**config.mk**
```make
export PLATFORM = sky130hd
export DESIGN_NAME = dsap_top
export DESIGN_NICKNAME = d
export VERILOG_FILES = /design/src/hdl/dsap_pkg.sv /design/src/hdl/dsap_crc_word.sv /design/src/hdl/dsap_top.sv
export SDC_FILE = /design/constraint.sdc
export NUM_CORES = 1
export LEC_CHECK = 0
export ABC_AREA = 1
export BUFFER_PORTS_ARGS = -buffer_cell sky130_fd_sc_hd__clkbuf_2
export CORE_MARGIN = 3
export CORE_UTILIZATION = 61
export CTS_CLUSTER_SIZE = 28
export DETAILED_ROUTE_END_ITERATION = 8
export GPL_TIMING_DRIVEN = 0
export PLACE_DENSITY = 0.82
export SLEW_MARGIN = 25
export SYNTH_ARGS = -nofsm -noshare
export SYNTH_HDL_FRONTEND = slang
export SYNTH_SLANG_ARGS = --single-unit
```
**constraint.sdc**
```tcl
create_clock -name clk_sys_in -period 3.1 [get_ports clk_sys_in]
set_input_delay 0.465 -clock clk_sys_in [delete_from_list [all_inputs] [get_ports clk_sys_in]]
set_output_delay 0.465 -clock clk_sys_in [all_outputs]
set_load 0.1 [all_outputs]
```
**src/hdl/dsap_pkg.sv**
```systemverilog
package dsap_pkg;

   // Register byte offsets on the Wishbone slave
   localparam logic [7:0] OFS_CR = 8'h00;
   localparam logic [7:0] OFS_SR = 8'h04;
   localparam logic [7:0] OFS_ADDR = 8'h08;
   localparam logic [7:0] OFS_LEN = 8'h0C;
   localparam logic [7:0] OFS_DATA = 8'h10;

   // Command bits of the control register (write one to act)
   localparam int CR_UPR = 0;
   localparam int CHECKSUM_START_CMD = 1;
   localparam int CR_OFF = 2;
   localparam int CR_ON = 3;

   // Status register field positions
   localparam int SR_DONE = 0;
   localparam int BUS_FAULT_FLAG = 1;
   localparam int SR_FAIL = 2;
   localparam int SR_EN = 3;
   localparam int PORT_STATE_FIELD = 4;
   localparam int SR_PROT = 8;
   localparam int SR_START = 9;

   // Values after reset and checksum presets
   localparam logic [31:0] ADDR_RST = 32'h0000_0000;
   localparam logic [31:0] LEN_RST = 32'h0000_0000;
   localparam logic [31:0] DATA_RST = 32'h0000_0000;
   localparam logic [31:0] CRC_INIT = 32'hFFFF_FFFF;
   localparam logic [31:0] CRC_POLY = 32'hEDB8_8320;
   localparam logic [31:0] WORD_STEP = 32'h0000_0004;
   localparam logic [31:0] FLASH_BASE_DEF = 32'h0000_0000;
   localparam logic [31:0] FLASH_BYTES_DEF = 32'h0001_0000;
   localparam logic [31:0] UPAGE_BASE_DEF = 32'h0080_0000;
   localparam logic [31:0] UPAGE_BYTES_DEF = 32'h0000_0200;

   // Pad indices of the pins the test port takes over
   localparam int PAD_TMS = 0;
   localparam int PAD_TDO = 1;
   localparam int PAD_TDI = 2;
   localparam int PAD_TCK = 3;

   // Engine state, also shown in the port state field
   typedef enum logic [2:0] {
      DSAP_IDLE = 3'h0,
      DSAP_UPR = 3'h1,
      DSAP_CRC = 3'h2
   } dsap_op_e;

   // Test access state machine
   typedef enum logic [3:0] {
      DSAP_TLR = 4'h0, DSAP_RTI = 4'h1, DSAP_SDRS = 4'h2, DSAP_CDR = 4'h3,
      DSAP_SDR = 4'h4, DSAP_E1DR = 4'h5, DSAP_PDR = 4'h6, DSAP_E2DR = 4'h7,
      DSAP_UDR = 4'h8, DSAP_SIRS = 4'h9, DSAP_CIR = 4'hA, DSAP_SIR = 4'hB,
      DSAP_E1IR = 4'hC, DSAP_PIR = 4'hD, DSAP_E2IR = 4'hE, DSAP_UIR = 4'hF
   } dsap_tap_e;

   // Pin levels of the serial test port
   typedef struct packed {
      logic tck;
      logic tms;
      logic tdi;
      logic en;
   } dsap_link_s;

   // Next test state for a given mode select level
   function automatic dsap_tap_e dsap_tap_next(input dsap_tap_e s, input logic m);
      unique case (s)
         DSAP_TLR: dsap_tap_next = m ? DSAP_TLR : DSAP_RTI;
         DSAP_RTI: dsap_tap_next = m ? DSAP_SDRS : DSAP_RTI;
         DSAP_SDRS: dsap_tap_next = m ? DSAP_SIRS : DSAP_CDR;
         DSAP_CDR: dsap_tap_next = m ? DSAP_E1DR : DSAP_SDR;
         DSAP_SDR: dsap_tap_next = m ? DSAP_E1DR : DSAP_SDR;
         DSAP_E1DR: dsap_tap_next = m ? DSAP_UDR : DSAP_PDR;
         DSAP_PDR: dsap_tap_next = m ? DSAP_E2DR : DSAP_PDR;
         DSAP_E2DR: dsap_tap_next = m ? DSAP_UDR : DSAP_SDR;
         DSAP_UDR: dsap_tap_next = m ? DSAP_SDRS : DSAP_RTI;
         DSAP_SIRS: dsap_tap_next = m ? DSAP_TLR : DSAP_CIR;
         DSAP_CIR: dsap_tap_next = m ? DSAP_E1IR : DSAP_SIR;
         DSAP_SIR: dsap_tap_next = m ? DSAP_E1IR : DSAP_SIR;
         DSAP_E1IR: dsap_tap_next = m ? DSAP_UIR : DSAP_PIR;
         DSAP_PIR: dsap_tap_next = m ? DSAP_E2IR : DSAP_PIR;
         DSAP_E2IR: dsap_tap_next = m ? DSAP_UIR : DSAP_SIR;
         DSAP_UIR: dsap_tap_next = m ? DSAP_SDRS : DSAP_RTI;
      endcase
   endfunction

endpackage

```
**src/hdl/dsap_crc_word.sv**
```systemverilog
`timescale 1ns/1ps
`default_nettype none

// One 32-bit word folded into a reflected checksum, bit 0 first
module dsap_crc_word (
   // Running value and new word
   input wire logic [31:0] crc_in,
   input wire logic [31:0] data_in,
   // Updated value
   output logic [31:0] crc_out
);

   // Chain of partial results, one stage per data bit
   logic [31:0] stage [0:32];

   assign stage[0] = crc_in;

   genvar i;
   generate
      for (i = 0; i < 32; i++) begin : g_bit
         logic fb;
         assign fb = stage[i][0] ^ data_in[i];
         assign stage[i+1] = {1'b0, stage[i][31:1]} ^ (fb ? dsap_pkg::CRC_POLY : 32'h0000_0000);
      end
   endgenerate

   assign crc_out = stage[32];

endmodule

`default_nettype wire

```
**src/hdl/dsap_top.sv**
```systemverilog
`timescale 1ns/1ps
`default_nettype none

// How it works
// - Enabled test port owns its pins
// - Protected state blocks memory access port
// - Chip erase alone reopens memory access port
// - Reported protection changes only through reset
// - Shift registers move bit zero first
// - Status bits report error, busy, startup, protection
// - Partial data register shifts are accepted
// - Instruction shift shows protection and startup
// - User page readable while protected
// - Offset then command starts user page read
// - State field shows user page read
// - Read word in data in the same cycle as done
// - Offset bits beyond page are dropped
// - Offset advances one word per read
// - Checksum uses reflected standard polynomial
// - Start bit runs; off cancels, on restores
// - Protected checksum forced over whole flash
// - Done with bus fault and fail flags
module dsap_top #(
   parameter logic [31:0] FLASH_BASE = dsap_pkg::FLASH_BASE_DEF,
   parameter logic [31:0] FLASH_BYTES = dsap_pkg::FLASH_BYTES_DEF,
   parameter logic [31:0] UPAGE_BASE = dsap_pkg::UPAGE_BASE_DEF,
   parameter logic [31:0] UPAGE_BYTES = dsap_pkg::UPAGE_BYTES_DEF
) (
   // Clock and reset
   input wire logic clk_sys_in,
   input wire logic rst_n_in,
   // Wishbone slave
   input wire logic wb_cyc_in,
   input wire logic wb_stb_in,
   input wire logic wb_we_in,
   input wire logic [7:0] wb_adr_in,
   input wire logic [3:0] wb_sel_in,
   input wire logic [31:0] wb_dat_in,
   output logic wb_ack_out,
   output logic [31:0] wb_dat_out,
   // Serial test port pins
   input wire logic port_en_in,
   input wire logic tck_in,
   input wire logic tms_in,
   input wire logic tdi_in,
   // Pad drive, mux request in and final drive out
   input wire logic [3:0] mux_do_in,
   input wire logic [3:0] mux_oe_in,
   output logic [3:0] pad_do_out,
   output logic [3:0] pad_oe_out,
   // Protection and status from the flash controller
   input wire logic sec_bit_in,
   input wire logic erase_done_in,
   input wire logic startup_done_in,
   output logic prot_out,
   // Memory access port gate
   input wire logic map_req_in,
   output logic map_req_out,
   // System bus reads
   output logic mem_req_out,
   output logic [31:0] mem_addr_out,
   input wire logic mem_ack_in,
   input wire logic mem_err_in,
   input wire logic [31:0] mem_rdata_in
);

   // Byte-lane merge for register writes
   function automatic logic [31:0] dsap_merge(input logic [31:0] o, input logic [31:0] n,
                                             input logic [3:0] s);
      for (int k = 0; k < 4; k++) begin
         dsap_merge[8*k +: 8] = s[k] ? n[8*k +: 8] : o[8*k +: 8];
      end
   endfunction

   // Pin synchronisers; stage one is read only by stage two
   dsap_pkg::dsap_link_s link_s1_reg, link_s2_reg, link_now;
   logic tck_d_reg;
   logic tck_rise, tck_fall;

   assign link_now = '{tck: tck_in, tms: tms_in, tdi: tdi_in, en: port_en_in};

   // Two flops per pin, plus a delayed clock level for edges
   always_ff @(posedge clk_sys_in) begin
      if (!rst_n_in) begin
         link_s1_reg <= '0;
         link_s2_reg <= '0;
         tck_d_reg <= 1'b0;
      end else begin
         link_s1_reg <= link_now;
         link_s2_reg <= link_s1_reg;
         tck_d_reg <= link_s2_reg.tck;
      end
   end

   assign tck_rise = link_s2_reg.tck & ~tck_d_reg;
   assign tck_fall = ~link_s2_reg.tck & tck_d_reg;

   // Protection capture, lock and memory access gate
   logic cap_done_reg, cap_done_next;
   logic prot_reg, prot_next;
   logic lock_reg, lock_next;
   logic map_reg, map_next;

   // Protection is sampled once after reset; erase only lifts the lock
   always_comb begin
      cap_done_next = 1'b1;
      prot_next = prot_reg;
      lock_next = lock_reg;
      if (!cap_done_reg) begin
         prot_next = sec_bit_in;
         lock_next = sec_bit_in;
      end else if (erase_done_in) begin
         lock_next = 1'b0;
      end
      map_next = map_req_in & ~lock_reg;
   end

   // Locked until the first sample, so nothing leaks through at start
   always_ff @(posedge clk_sys_in) begin
      if (!rst_n_in) begin
         cap_done_reg <= 1'b0;
         prot_reg <= 1'b1;
         lock_reg <= 1'b1;
         map_reg <= 1'b0;
      end else begin
         cap_done_reg <= cap_done_next;
         prot_reg <= prot_next;
         lock_reg <= lock_next;
         map_reg <= map_next;
      end
   end

   // Engine state, declared early for the status capture
   dsap_pkg::dsap_op_e op_reg, op_next;
   logic done_reg, done_next;
   logic berr_reg, berr_next;
   logic fail_reg, fail_next;
   logic en_reg, en_next;

   // Test access machine and shift registers
   dsap_pkg::dsap_tap_e tap_reg, tap_next;
   logic [3:0] ir_sh_reg, ir_sh_next;
   logic [31:0] dr_sh_reg, dr_sh_next;
   logic tdo_reg, tdo_next;
   logic [3:0] pdo_reg, pdo_next, poe_reg, poe_next;
   logic shifting;

   assign shifting = (tap_reg == dsap_pkg::DSAP_SDR) || (tap_reg == dsap_pkg::DSAP_SIR);

   // Work happens on the sampled rising edge, output change on the falling one
   always_comb begin
      tap_next = tap_reg;
      ir_sh_next = ir_sh_reg;
      dr_sh_next = dr_sh_reg;
      tdo_next = tdo_reg;
      if (!link_s2_reg.en) begin
         tap_next = dsap_pkg::DSAP_TLR;
      end else if (tck_rise) begin
         tap_next = dsap_pkg::dsap_tap_next(tap_reg, link_s2_reg.tms);
         unique case (tap_reg)
            dsap_pkg::DSAP_CIR: ir_sh_next = {prot_reg, 2'b00, startup_done_in};
            dsap_pkg::DSAP_SIR: ir_sh_next = {link_s2_reg.tdi, ir_sh_reg[3:1]};
            dsap_pkg::DSAP_CDR: dr_sh_next = {28'h000_0000, prot_reg, startup_done_in,
                                              op_reg != dsap_pkg::DSAP_IDLE,
                                              berr_reg | fail_reg};
            // any number of shifts is fine
            dsap_pkg::DSAP_SDR: dr_sh_next = {link_s2_reg.tdi, dr_sh_reg[31:1]};
            default: ;
         endcase
      end else if (tck_fall && shifting) begin
         tdo_next = (tap_reg == dsap_pkg::DSAP_SIR) ? ir_sh_reg[0] : dr_sh_reg[0];
      end
      pdo_next = mux_do_in;
      poe_next = mux_oe_in;
      if (link_s2_reg.en) begin
         poe_next = 4'h0;
         poe_next[dsap_pkg::PAD_TDO] = shifting;
         pdo_next[dsap_pkg::PAD_TDO] = tdo_next;
      end
   end

   // Registers of the test access side
   always_ff @(posedge clk_sys_in) begin
      if (!rst_n_in) begin
         tap_reg <= dsap_pkg::DSAP_TLR;
         ir_sh_reg <= 4'h0;
         dr_sh_reg <= 32'h0000_0000;
         tdo_reg <= 1'b0;
         pdo_reg <= 4'h0;
         poe_reg <= 4'h0;
      end else begin
         tap_reg <= tap_next;
         ir_sh_reg <= ir_sh_next;
         dr_sh_reg <= dr_sh_next;
         tdo_reg <= tdo_next;
         pdo_reg <= pdo_next;
         poe_reg <= poe_next;
      end
   end

   // Wishbone slave: ack one cycle after the strobe, write at that ack edge
   logic ack_reg, ack_next;
   logic [31:0] rdat_reg, rdat_next;
   logic [31:0] addr_reg, addr_next, len_reg, len_next, data_reg, data_next;
   logic mreq_reg, mreq_next;
   logic [31:0] maddr_reg, maddr_next;
   logic [31:0] crc_word;
   logic wr, cr_wr;
   logic [31:0] sr_val;

   assign wr = wb_cyc_in & wb_stb_in & wb_we_in & ack_reg;
   assign cr_wr = wr & (wb_adr_in == dsap_pkg::OFS_CR) & wb_sel_in[0];

   // Status word as software reads it
   always_comb begin
      sr_val = 32'h0000_0000;
      sr_val[dsap_pkg::SR_DONE] = done_reg;
      sr_val[dsap_pkg::BUS_FAULT_FLAG] = berr_reg;
      sr_val[dsap_pkg::SR_FAIL] = fail_reg;
      sr_val[dsap_pkg::SR_EN] = en_reg;
      sr_val[dsap_pkg::PORT_STATE_FIELD +: 3] = op_reg;
      sr_val[dsap_pkg::SR_PROT] = prot_reg;
      sr_val[dsap_pkg::SR_START] = startup_done_in;
   end

   // Read data is taken when ack rises; unmapped and command reads give zero
   always_comb begin
      ack_next = wb_cyc_in & wb_stb_in & ~ack_reg;
      rdat_next = rdat_reg;
      if (ack_next) begin
         unique case (wb_adr_in)
            dsap_pkg::OFS_SR: rdat_next = sr_val;
            dsap_pkg::OFS_ADDR: rdat_next = addr_reg;
            dsap_pkg::OFS_LEN: rdat_next = len_reg;
            dsap_pkg::OFS_DATA: rdat_next = data_reg;
            default: rdat_next = 32'h0000_0000;
         endcase
      end
   end

   always_ff @(posedge clk_sys_in) begin
      if (!rst_n_in) begin
         ack_reg <= 1'b0;
         rdat_reg <= 32'h0000_0000;
      end else begin
         ack_reg <= ack_next;
         rdat_reg <= rdat_next;
      end
   end

   // Checksum of the incoming word against the running value
   dsap_crc_word u_crc (
      .crc_in(data_reg),
      .data_in(mem_rdata_in),
      .crc_out(crc_word)
   );

   // Operation engine: one bus read at a time, one idle cycle between reads
   always_comb begin
      op_next = op_reg;
      done_next = done_reg;
      berr_next = berr_reg;
      fail_next = fail_reg;
      en_next = en_reg;
      addr_next = addr_reg;
      len_next = len_reg;
      data_next = data_reg;
      mreq_next = mreq_reg;
      maddr_next = maddr_reg;
      // Register loads only while idle, so a run cannot be disturbed
      if (wr && op_reg == dsap_pkg::DSAP_IDLE) begin
         if (wb_adr_in == dsap_pkg::OFS_ADDR) addr_next = dsap_merge(addr_reg, wb_dat_in, wb_sel_in);
         if (wb_adr_in == dsap_pkg::OFS_LEN) len_next = dsap_merge(len_reg, wb_dat_in, wb_sel_in);
         if (wb_adr_in == dsap_pkg::OFS_DATA) data_next = dsap_merge(data_reg, wb_dat_in, wb_sel_in);
      end
      if (mreq_reg && mem_ack_in) begin
         mreq_next = 1'b0;
         if (mem_err_in) begin
            berr_next = 1'b1;
            done_next = 1'b1;
            op_next = dsap_pkg::DSAP_IDLE;
         end else if (op_reg == dsap_pkg::DSAP_UPR) begin
            data_next = mem_rdata_in;
            addr_next = addr_reg + dsap_pkg::WORD_STEP;
            done_next = 1'b1;
            op_next = dsap_pkg::DSAP_IDLE;
         end else begin
            data_next = crc_word;
            addr_next = addr_reg + dsap_pkg::WORD_STEP;
            len_next = len_reg - dsap_pkg::WORD_STEP;
            if (len_reg == dsap_pkg::WORD_STEP) begin
               done_next = 1'b1;
               op_next = dsap_pkg::DSAP_IDLE;
            end
         end
      end else if (!mreq_reg && op_reg == dsap_pkg::DSAP_UPR) begin
         mreq_next = 1'b1;
         maddr_next = UPAGE_BASE + (addr_reg & (UPAGE_BYTES - 32'h0000_0001) & ~32'h0000_0003);
      end else if (!mreq_reg && op_reg == dsap_pkg::DSAP_CRC) begin
         mreq_next = 1'b1;
         maddr_next = addr_reg;
      end
      if (cr_wr && wb_dat_in[dsap_pkg::CR_OFF]) begin
         op_next = dsap_pkg::DSAP_IDLE;
         {done_next, berr_next, fail_next, en_next, mreq_next} = 5'h00;
         addr_next = dsap_pkg::ADDR_RST;
         len_next = dsap_pkg::LEN_RST;
         data_next = dsap_pkg::DATA_RST;
      end else if (cr_wr) begin
         if (wb_dat_in[dsap_pkg::CR_ON]) en_next = 1'b1;
         if (en_reg && op_reg == dsap_pkg::DSAP_IDLE) begin
            if (wb_dat_in[dsap_pkg::CR_UPR]) begin
               op_next = dsap_pkg::DSAP_UPR;
               {done_next, berr_next, fail_next} = 3'h0;
            end else if (wb_dat_in[dsap_pkg::CHECKSUM_START_CMD]) begin
               {done_next, berr_next, fail_next} = 3'h0;
               op_next = dsap_pkg::DSAP_CRC;
               if (lock_reg) begin
                  addr_next = FLASH_BASE;
                  len_next = FLASH_BYTES;
                  data_next = dsap_pkg::CRC_INIT;
               end else if ((addr_reg[1:0] | len_reg[1:0]) != 2'h0) begin
                  fail_next = 1'b1;
                  done_next = 1'b1;
                  op_next = dsap_pkg::DSAP_IDLE;
               end else if (len_reg == 32'h0000_0000) begin
                  done_next = 1'b1;
                  op_next = dsap_pkg::DSAP_IDLE;
               end
            end
         end
      end
   end

   always_ff @(posedge clk_sys_in) begin
      if (!rst_n_in) begin
         op_reg <= dsap_pkg::DSAP_IDLE;
         {done_reg, berr_reg, fail_reg, mreq_reg} <= 4'h0;
         en_reg <= 1'b1;
         addr_reg <= dsap_pkg::ADDR_RST;
         len_reg <= dsap_pkg::LEN_RST;
         data_reg <= dsap_pkg::DATA_RST;
         maddr_reg <= 32'h0000_0000;
      end else begin
         op_reg <= op_next;
         {done_reg, berr_reg, fail_reg, mreq_reg} <= {done_next, berr_next, fail_next, mreq_next};
         en_reg <= en_next;
         addr_reg <= addr_next;
         len_reg <= len_next;
         data_reg <= data_next;
         maddr_reg <= maddr_next;
      end
   end

   // Outputs, all straight from flops
   assign wb_ack_out = ack_reg;
   assign wb_dat_out = rdat_reg;
   assign pad_do_out = pdo_reg;
   assign pad_oe_out = poe_reg;
   assign prot_out = prot_reg;
   assign map_req_out = map_reg;
   assign mem_req_out = mreq_reg;
   assign mem_addr_out = maddr_reg;
endmodule

`default_nettype wire

```
==> metrics.md, run 1 <==
| Metric | Value |
|---|---|
| Cell count after synthesis | `2713` |
| Cts hold-fix bufs | `0` |
| Port Buffers | `173` |
| Clock Path Buffers | `3` |
| Initial antenna violation count | `16` |
| Outcome | `aborted with a tool error` |
| Placed cells | `about 3300` |
| H-tree depth | `1` |
| Die Height | `172 um` |
| Routability cong. | `1.10` |
| Failing step | `global routing` |
| TritonCTS buffer count | `24` |
| FFs w/ async S/R, synth | `0` |
| Largest net degree at the start of global routing | `15` |
| Post-synth EDFFs | `0` |
| Seq/Total Area, Yosys | `0.274` |
| Top area cells in the synthesized netlist | `dfxtp_1 (27%), nand2_1 (17%), inv_1 (6.7%)` |
| Error | `[ERROR GRT-0232] Routing congestion too high. Check the congestion heatmap in the GUI.` |
| Mean post-synth cell area | `6.22 sq um` |
| Sinks on Clock Net | `231` |
| Worst endpoint type | `register input` |
| Post-synth top flop | `dfxtp_1` |
| # IOs | `175` |
| Die Wd | `172 um` |
| Hpwl dp | `52900 um` |
| Synth Cell Area | `approximately 17000 sq um` |
| Synthesis Warnings | `0` |
| Total grt overflow | `8` |
| Worst_ep grt | `data_reg[3]$_SDFF_PP0_/D` |
| Largest area contributor in the netlist | `dfxtp_1` |
| Synth top area share | `0.274` |
| Total GRT Usage | `0.752` |
| Synthesized flop and latch total | `231` |
| Library cells used by synthesis | `57` |
| Syn_nets | `around 2800` |
| Root buf cell | `clkbuf_16` |
| Initial core utilization | `0.622` |
| Cell Rows | `60` |
## per-layer routing
metal  track usage  overflow
met5         0.487         0
met4         0.666         2
met3         0.657         2
met2         0.889         3
met1         0.755         1
## Yosys cell counts (6+ instances only)
library cell	number
clkbuf_1	74
nor3_1	36
inv_2	34
a221oi_1	20
nand4_1	14
nand2_1	777
o31ai_1	7
nand3_1	195
xnor2_1	27
xor2_1	110
nor4_1	6
o221ai_1	7
inv_1	301
a211oi_1	15
dfxtp_1	231
nand2_4	37
a21oi_1	217
nand3b_1	6
o21bai_1	8
o21ai_0	193
a31oi_1	16
nand2_2	97
o211ai_1	16
o22ai_1	23
nor2_1	165
nand3_2	19
## repair_timing
item / 4_1_cts
pin swaps: 87
gates resized for setup: 216
endpoints found under the hold margin: 0
setup buffers: 81
cloned: 1
setup endpoints to repair: 95
## cells by family after synthesis
| kind of cell | Yosys count | synth area share |
|---|---|---|
| and+or+nand+nor | 1369 | 0.371 |
| xor gates and xnor gates | 140 | 0.0740 |
| buffers and inverters | 430 | 0.0992 |
| DFF | 231 | 0.274 |
| adders and majority gates | 3 | 0.00223 |
| AOI/OAI and AO/OA | 540 | 0.179 |
## metrics by stage
| step | util | worst slack [ns] | hold WS (ns) | area, sq um | TNS, ns |
|---|---|---|---|---|---|
| floorplan | - | 0.297 | 0.390 | 16900 | 0 |
| global placement | 0.672 | -0.917 | 0.402 | 18200 | -80.14 |
| detailed placement | 0.672 | -0.929 | 0.403 | 18200 | -75.93 |
| CTS | 0.760 | -0.0111 | 0.0928 | 20600 | -0.0220 |
==> run 2, diff against run 1 <==
--- a/config.mk
+++ b/config.mk
@@ -8,11 +8,10 @@
 export ABC_AREA = 1
 export BUFFER_PORTS_ARGS = -buffer_cell sky130_fd_sc_hd__clkbuf_2
 export CORE_MARGIN = 3
-export CORE_UTILIZATION = 61
-export CTS_CLUSTER_SIZE = 28
+export CORE_UTILIZATION = 40
 export DETAILED_ROUTE_END_ITERATION = 8
 export GPL_TIMING_DRIVEN = 0
-export PLACE_DENSITY = 0.82
+export PLACE_DENSITY_LB_ADDON = 0.15
 export SLEW_MARGIN = 25
 export SYNTH_ARGS = -nofsm -noshare
 export SYNTH_HDL_FRONTEND = slang
==> run 2 against run 1 <==
Compared with the run above:
- the flow now finishes, with violations (setup timing)
- synthesized cell count stayed put
- area after synthesis did not move
==> metrics.md, run 2 <==
| Metric | Value |
|---|---|
| Post-DR wirelength/cell | `21.2 um` |
| Count leader, synth | `nand2_1` |
| Leakage | `10.6 nW` |
| Total power | `roughly 0.015 W` |
| Setup Skew | `0.0146 ns` |
| Initial core utilization | `0.409 (-0.213)` |
| # IOs | `175 (unchanged)` |
| Cell Rows | `74 (+23%)` |
| Antenna-violating nets left | `0` |
| CP Launch Type | `flop` |
| Total grt overflow | `0` |
| Top area cells in the synthesized netlist | `dfxtp_1 (27%), nand2_1 (17%), inv_1 (6.7%)` |
| Synth top area share | `0.274 (unchanged)` |
| Most used cell, CP | `nand2_4` |
| Synthesis Warnings | `0 (unchanged)` |
| FF-to-FF path depth | `23` |
| Total GRT Usage | `0.320` |
| Vias in the first global route | `18376` |
| Synthesized flop and latch total | `231 (unchanged)` |
| CP Class | `reg2reg` |
| Synth Cell Area | `16900 sq um (unchanged)` |
| DR vias | `20528` |
| Required time worst endpoint | `3.50 ns` |
| Worst path cell trace | `inv_4 -> nand2_2 -> nand2_4 -> nand2_1 -> nand2_2 -> nand2_4 -> nand2_2 -> nand2_4 -> buf_4 -> nand3_1 -> nand2_2 -> nand2_4 -> nand2_4 -> buf_12 -> nand2_2 -> nand2_4 -> buf_12 -> buf_4 -> xor2_2 -> xnor2_2 -> xor2_2 -> o21bai_1 -> a21oi_1` |
| TritonCTS buffer count | `25 (+4.2%)` |
| Final setup vio count | `25` |
| Failing checks | `setup timing` |
| Drt initial violations | `between 2000 and 2500` |
| End of the worst register-to-register path | `data_reg[11]$_SDFF_PP0_` |
| Library cells used by synthesis | `57 (unchanged)` |
| Final Critical Period | `3.22 ns` |
| Fin. Hold Viols | `0` |
| Die Height | `211 um (+23%)` |
| DP Area | `18400 sq um (+1.1%)` |
| Routability cong. | `0.968 (-12%)` |
| Cell count after synthesis | `2713 (unchanged)` |
| Setup slack, reg-to-reg | `-0.12 ns` |
| Initial antenna violation count | `0` |
| Largest stage delay on the critical path | `0.36 ns` |
| Largest net degree at the start of global routing | `16` |
| Port Buffers | `173 (unchanged)` |
| TritonCTS clock tree | `built` |
| FFs w/ async S/R, synth | `0 (unchanged)` |
| Outcome | `complete, but fails checks` |
| H-tree depth | `1 (unchanged)` |
| Commonest non-fill, non-tap cell in the layout | `nand2_1` |
| Core area | `41200 sq um` |
| Final Instance Area | `23700 sq um` |
| Reg-to-reg critical path startpoint | `data_reg[6]$_SDFF_PP0_` |
| Slew Limit Fails | `0` |
| Seq/Total Area, Yosys | `0.274 (unchanged)` |
| Area delta synth->final | `40.6%` |
| Worst skew pair latency | `0.55 ns` |
| Maximum vdd ir drop | `0.490 mV` |
| Largest area contributor in the netlist | `dfxtp_1` |
| Part of the cycle the worst path needs | `1.04` |
| Critical path arrival | `roughly 3.6 ns` |
| Crit. Startpoint | `data_reg[6]$_SDFF_PP0_` |
| Syn_nets | `2815 (unchanged)` |
| Maximum clock frequency | `0.310 GHz` |
| Root buf cell | `clkbuf_16` |
| Clock Path Buffers | `3 (unchanged)` |
| Die Wd | `211 um (+23%)` |
| Vias per inst | `5.66` |
| Hold Crit Depth | `3` |
| First-pass GRT wire length | `approximately 110000 um` |
| Layout Nets | `around 3200` |
| Cts hold-fix bufs | `0 (unchanged)` |
| CTS clock-pin slew for the worst setup and hold paths | `~0.070 ns` |
| CP Max Fanout | `4` |
| Max_slew headroom | `0.258` |
| Pwr dens | `652 nW/um^2` |
| Sinks on Clock Net | `231 (unchanged)` |
| CP Capture Type | `flop` |
| Max cap viols | `0` |
| Worst-Margin Slew | `~1.1 ns` |
| RSZ-0062 raised after global routing | `yes` |
| Hpwl dp | `57700 um (+9.1%)` |
| Mean post-synth cell area | `6.22 sq um (unchanged)` |
| Final setup margin | `-0.123 ns` |
| N_diodes | `0` |
| Layout cells sized above 1 | `0.321` |
| Total wire length | `76700 um` |
| Post-synth EDFFs | `0 (unchanged)` |
| Crit-path slowest cell | `dfxtp_4` |
| Setup crit end | `data_reg[11]$_SDFF_PP0_` |
| Post-synth top flop | `dfxtp_1` |
| Die Area | `44700 sq um` |
| Most frequent cells in the layout | `nand2_1 (579), inv_1 (280), dfxtp_1 (219)` |
| Synth top cells by count | `nand2_1 (777), inv_1 (301), dfxtp_1 (231)` |
| Post-route DRC | `0` |
| HP Class | `in2reg` |
| DR pass1 iterations | `5` |
## run 2: through the flow
| step | hold WS (ns) | setup WS, ns | setup TNS [ns] | std cells | utilization |
|---|---|---|---|---|---|
| 2_1_floorplan | 0.390 | 0.297 | 0 | 2713 | - |
| 3_3_place_gp | 0.402 | -0.952 | -93.46 | 3418 | 0.447 |
| 3_5_place_dp | 0.404 | -0.939 | -71.39 | 3419 | 0.447 |
| 4_1_cts | 0.0794 | -0.00318 | -0.00604 | 3570 | 0.517 |
| 5_1_grt | 0.0980 | -0.247 | -5.27 | 3627 | 0.575 |
| 6_report | 0.108 | -0.123 | -1.93 | 3627 | 0.575 |
## run 2: worst min path at each step
| stage | start | end | slack, ns |
|---|---|---|---|
| global placement | link_s1_reg[2]$_SDFF_PN0_ | link_s2_reg[2]$_SDFF_PN0_ | 0.40 |
| detailed placement | link_s1_reg[1]$_SDFF_PN0_ | link_s2_reg[1]$_SDFF_PN0_ | 0.40 |
| global route | rst_n_in | cap_done_reg$_DFF_P_ | 0.1 |
| floorplan | link_s1_reg[0]$_SDFF_PN0_ | link_s2_reg[0]$_SDFF_PN0_ | 0.39 |
| finish | mux_do_in[0] | pad_do_out[0]$_SDFF_PN0_ | 0.11 |
| CTS | rst_n_in | cap_done_reg$_DFF_P_ | 0.08 |
## run 2: where the power goes
part	total, W	switching [W]	leakage [nW]	internal, W
Clock	0.00301	0.00135	0.399	0.00166
Sequential	0.00298	0.00000864	1.87	0.00297
Combinational	0.00945	0.00600	8.31	0.00346
## run 2: critical path, delay by kind of cell (launching register included)
family	cells	cell delay (ns)
xor gates and xnor gates	3	0.57
and+or+nand+nor	13	1.18
DFF	1	0.36
buffers and inverters	5	0.61
AOI/OAI and AO/OA	2	0.34
## run 2: cell families after synthesis
kind of cell / count (synthesis) / synth area share
and+or+nand+nor: 1369 / 0.371
DFF: 231 / 0.274
buffers and inverters: 430 / 0.0992
xor gates and xnor gates: 140 / 0.0740
adders and majority gates: 3 / 0.00223
AOI/OAI and AO/OA: 540 / 0.179
## run 2: final cells by class
cell class                      count  area, sq um
Fill cell                        3870        17500
Timing Repair Buffer              335         2270
Inverter                          343         1410
Clock buffer                       31          678
Sequential cell                   231         4660
Clock inverter                     14          126
Multi-Input combinational cell   2054        13500
Tap cell                          532          666
Buffer                             87          388
## run 2: timing repair
| action | 4_1_cts | 5_1_grt |
|---|---|---|
| setup buffers | 104 | 57 |
| gates cloned | 2 | 1 |
| pin swaps | 126 | 220 |
| endpoints found under the setup margin | 75 | 107 |
| resized for setup | 287 | 422 |
## run 2: layer usage
layer / share of wire / GRT usage / vias up / wire length (um)
li1: - / - / 9553 / -
met1: 0.43 / 0.462 / 9857 / 33000
met2: 0.45 / 0.513 / 970 / 34500
met3: 0.092 / 0.0456 / 148 / 7030
met4: 0.028 / 0.0633 / 0 / 2140
met5: 0 / 0 / - / 0
Note: power is estimated with default switching activity, not from simulation.
==> run 3, diff against run 2 <==
--- a/config.mk
+++ b/config.mk
@@ -7,11 +7,13 @@
 export LEC_CHECK = 0
 export ABC_AREA = 1
 export BUFFER_PORTS_ARGS = -buffer_cell sky130_fd_sc_hd__clkbuf_2
+export CAP_MARGIN = 20
 export CORE_MARGIN = 3
 export CORE_UTILIZATION = 40
 export DETAILED_ROUTE_END_ITERATION = 8
 export GPL_TIMING_DRIVEN = 0
 export PLACE_DENSITY_LB_ADDON = 0.15
+export REMOVE_ABC_BUFFERS = 1
 export SLEW_MARGIN = 25
 export SYNTH_ARGS = -nofsm -noshare
 export SYNTH_HDL_FRONTEND = slang
==> run 3 against run 2 <==
Compared with the run above:
- the flow still finishes with violations (setup timing)
- core utilization shrank 1.2 points
- final cell count shrank 2.5%
- count of clock-buffer cells in the layout grew 3
- non-clock buffer count shrank 94
- cell area shrank 2.0%
- via count shrank 5.1%
- wire length shrank 11%
- clock skew grew 0.0095 ns
- hold slack lost 0.017 ns
- register-to-register slack is essentially flat
- sequential power is essentially flat
- critical path type unchanged
- largest cell class unchanged
- largest power group unchanged
- highest routed layer is now met5
==> metrics.md, run 3 (synthesis gave the netlist of run 2 again) <==
| Metric | Value |
|---|---|
| Outcome | `complete, but fails checks` |
| Failing checks | `setup timing` |
| Total grt overflow | `0 (unchanged)` |
| DR vias | `19489 (-5.1%)` |
| Hpwl dp | `49900 um (-14%)` |
| RSZ-0062 raised after global routing | `yes` |
| Cell Rows | `74 (unchanged)` |
| Crit. Startpoint | `data_reg[3]$_SDFF_PP0_` |
| Most used cell, CP | `nand2_8` |
| # fillers | `3965 (+2.5%)` |
| Final setup vio count | `35 (+40%)` |
| Setup crit end | `data_reg[19]$_SDFF_PP0_` |
| Setup slack, reg-to-reg | `-0.11 ns (about the same)` |
| CP Launch Type | `flop` |
| Maximum vdd ir drop | `0.411 mV (-16%)` |
| Placed cells | `3342 (-2.3%)` |
| Total wire length | `68500 um (-11%)` |
| N_diodes | `0 (unchanged)` |
| CP Capture Type | `flop` |
| Drt initial violations | `1492 (-31%)` |
| Largest stage delay on the critical path | `0.38 ns (+0.02 ns)` |
| Critical path arrival | `3.65 ns (+0.02 ns)` |
| # IOs | `175 (unchanged)` |
| Area occupied by multi-input gates | `13200 sq um (-1.9%)` |
| Post-DR wirelength/cell | `19.4 um (-8.4%)` |
| Port Buffers | `174 (+0.58%)` |
| Non-filler cells, final | `3538 (-2.5%)` |
| Max cap viols | `0 (unchanged)` |
| Area delta synth->final | `37.7%` |
| Core area | `41200 sq um (unchanged)` |
| Maximum clock frequency | `0.311 GHz (+0.33%)` |
| Final Hold Slack | `0.0911 ns (-0.0166 ns)` |
| Initial antenna violation count | `3 (+3)` |
| Final setup margin | `-0.113 ns (+0.0105 ns)` |
| Routability cong. | `0.971 (+0.30%)` |
| Worst-Margin Slew | `0.867 ns (-0.246 ns)` |
| Die Height | `211 um (unchanged)` |
| Total GRT Usage | `0.285 (-0.0352)` |
| Setup Skew | `0.0242 ns (+0.00953 ns)` |
| Required time worst endpoint | `3.54 ns (+0.04 ns)` |
| Leakage | `10.4 nW (-1.6%)` |
| Crit-path slowest cell | `dfxtp_4` |
| TritonCTS clock tree | `built` |
| Vias per inst | `5.51 (-2.7%)` |
| FF-to-FF path depth | `28 (+22%)` |
| Die Wd | `211 um (unchanged)` |
| Layout cells sized above 1 | `0.322 (+0.000536)` |
| Most frequent cells in the layout | `nand2_1 (598), inv_1 (284), dfxtp_1 (219)` |
| Clock Path Buffers | `3 (unchanged)` |
| Sinks on Clock Net | `231 (unchanged)` |
| DR pass1 iterations | `5 (unchanged)` |
| Root buf cell | `clkbuf_16` |
| Vias in the first global route | `17658 (-3.9%)` |
| Total power | `0.0149 W (-3.9%)` |
| CP Class | `reg2reg` |
| CTS clock-pin slew for the worst setup and hold paths | `0.06 ns (about the same)` |
| Layout Nets | `3087 (-2.9%)` |
| Slew Limit Fails | `0 (unchanged)` |
| First-pass GRT wire length | `100000 um (-9.0%)` |
| Commonest non-fill, non-tap cell in the layout | `nand2_1` |
| End of the worst register-to-register path | `data_reg[19]$_SDFF_PP0_` |
| Sequential Area | `4660 sq um (about the same)` |
| Final Critical Period | `3.21 ns (-0.0105 ns)` |
| Max_slew headroom | `0.420 (+0.163)` |
| Post-route DRC | `0 (unchanged)` |
| CP Max Fanout | `6 (+2)` |
| Reg-to-reg critical path startpoint | `data_reg[3]$_SDFF_PP0_` |
| Fin. Hold Viols | `0 (unchanged)` |
| Pwr dens | `639 nW/um^2 (-1.9%)` |
| H-tree depth | `1 (unchanged)` |
| Initial core utilization | `0.409 (unchanged)` |
| Largest net degree at the start of global routing | `63 (+47)` |
| HP Class | `in2reg` |
| Part of the cycle the worst path needs | `1.04 (-0.00340)` |
| TritonCTS buffer count | `27 (+8.0%)` |
| Worst skew pair latency | `0.56 ns (about the same)` |
| Antenna-violating nets left | `0 (unchanged)` |
| Die Area | `44700 sq um (unchanged)` |
==> run 3: cell count changes in the layout (fill, tap and decap cells not counted), sizes merged <==
cell	previous run	this run
bufinv	1	5
clkinv	11	12
clkbuf	280	208
inv	344	340
clkinvlp	1	2
buf	173	154
==> run 3: cell type report <==
class | instances | area share
Inverter | 343 | 0.0600
Multi-Input combinational cell | 2054 | 0.570
Clock buffer | 34 | 0.0311
Tap cell | 532 | 0.0287
Clock inverter | 16 | 0.00954
Timing Repair Buffer | 328 | 0.0998
Sequential cell | 231 | 0.201
==> run 3: worst min-delay path by stage <==
stage | slack [ns] | start | depth (start not counted) | to
6_report | 0.09 | mux_do_in[2] | 3 | pad_do_out[2]$_SDFF_PN0_
5_1_grt | 0.09 | tms_in | 3 | link_s1_reg[2]$_SDFF_PN0_
4_1_cts | 0.07 | mux_do_in[2] | 3 | pad_do_out[2]$_SDFF_PN0_
3_5_place_dp | 0.41 | link_s1_reg[3]$_SDFF_PN0_ | 2 | link_s2_reg[3]$_SDFF_PN0_
3_3_place_gp | 0.40 | link_s1_reg[0]$_SDFF_PN0_ | 2 | link_s2_reg[0]$_SDFF_PN0_
2_1_floorplan | 0.39 | link_s1_reg[0]$_SDFF_PN0_ | 2 | link_s2_reg[0]$_SDFF_PN0_
==> run 3: per-stage QoR <==
step,instance area [sq um],utilization,setup WS [ns],setup TNS [ns]
detailed placement,18300,0.444,-1.37,-102.35
global placement,18000,0.438,-7.07,-595.83
floorplan,16500,-,-3.23,-218.72
finish,23200,0.564,-0.113,-1.12
CTS,20800,0.504,-0.0430,-0.0991
global route,23200,0.564,-0.252,-7.71
==> run 3: repair_timing <==
item / CTS / global route
setup endpoints to repair: 103 / 106
setup buffers: 72 / 72
resized for setup: 221 / 410
pin swaps: 87 / 161
cloned: 1 / 1
hold buffers: 0 / 0
==> run 3: layer usage <==
| metal | GRT usage | part of all wire | up-vias | wire length (um) |
|---|---|---|---|---|
| met4 | 0.0857 | 0.030 | 6 | 2060 |
| met5 | 0 | 0.00067 | - | 46 |
| met1 | 0.391 | 0.43 | 9307 | 29700 |
| met3 | 0.0498 | 0.068 | 119 | 4670 |
| met2 | 0.459 | 0.47 | 721 | 32000 |
| li1 | - | - | 9336 | - |
==> run 3: report_power, final <==
part           total [W]  switching, W  internal, W
clock network    0.00344       0.00136      0.00207
logic            0.00843       0.00537      0.00306
registers        0.00299     0.0000102      0.00298
==> run 3: critical path: cells and delay by family, from the launching register on <==
family | cells | cell delay [ns]
AND/OR/NAND/NOR | 21 | 2.04
buffers and inverters | 5 | 0.43
flip-flops | 1 | 0.38
XOR/XNOR | 1 | 0.18
AO/OA/AOI/OAI | 1 | 0.06
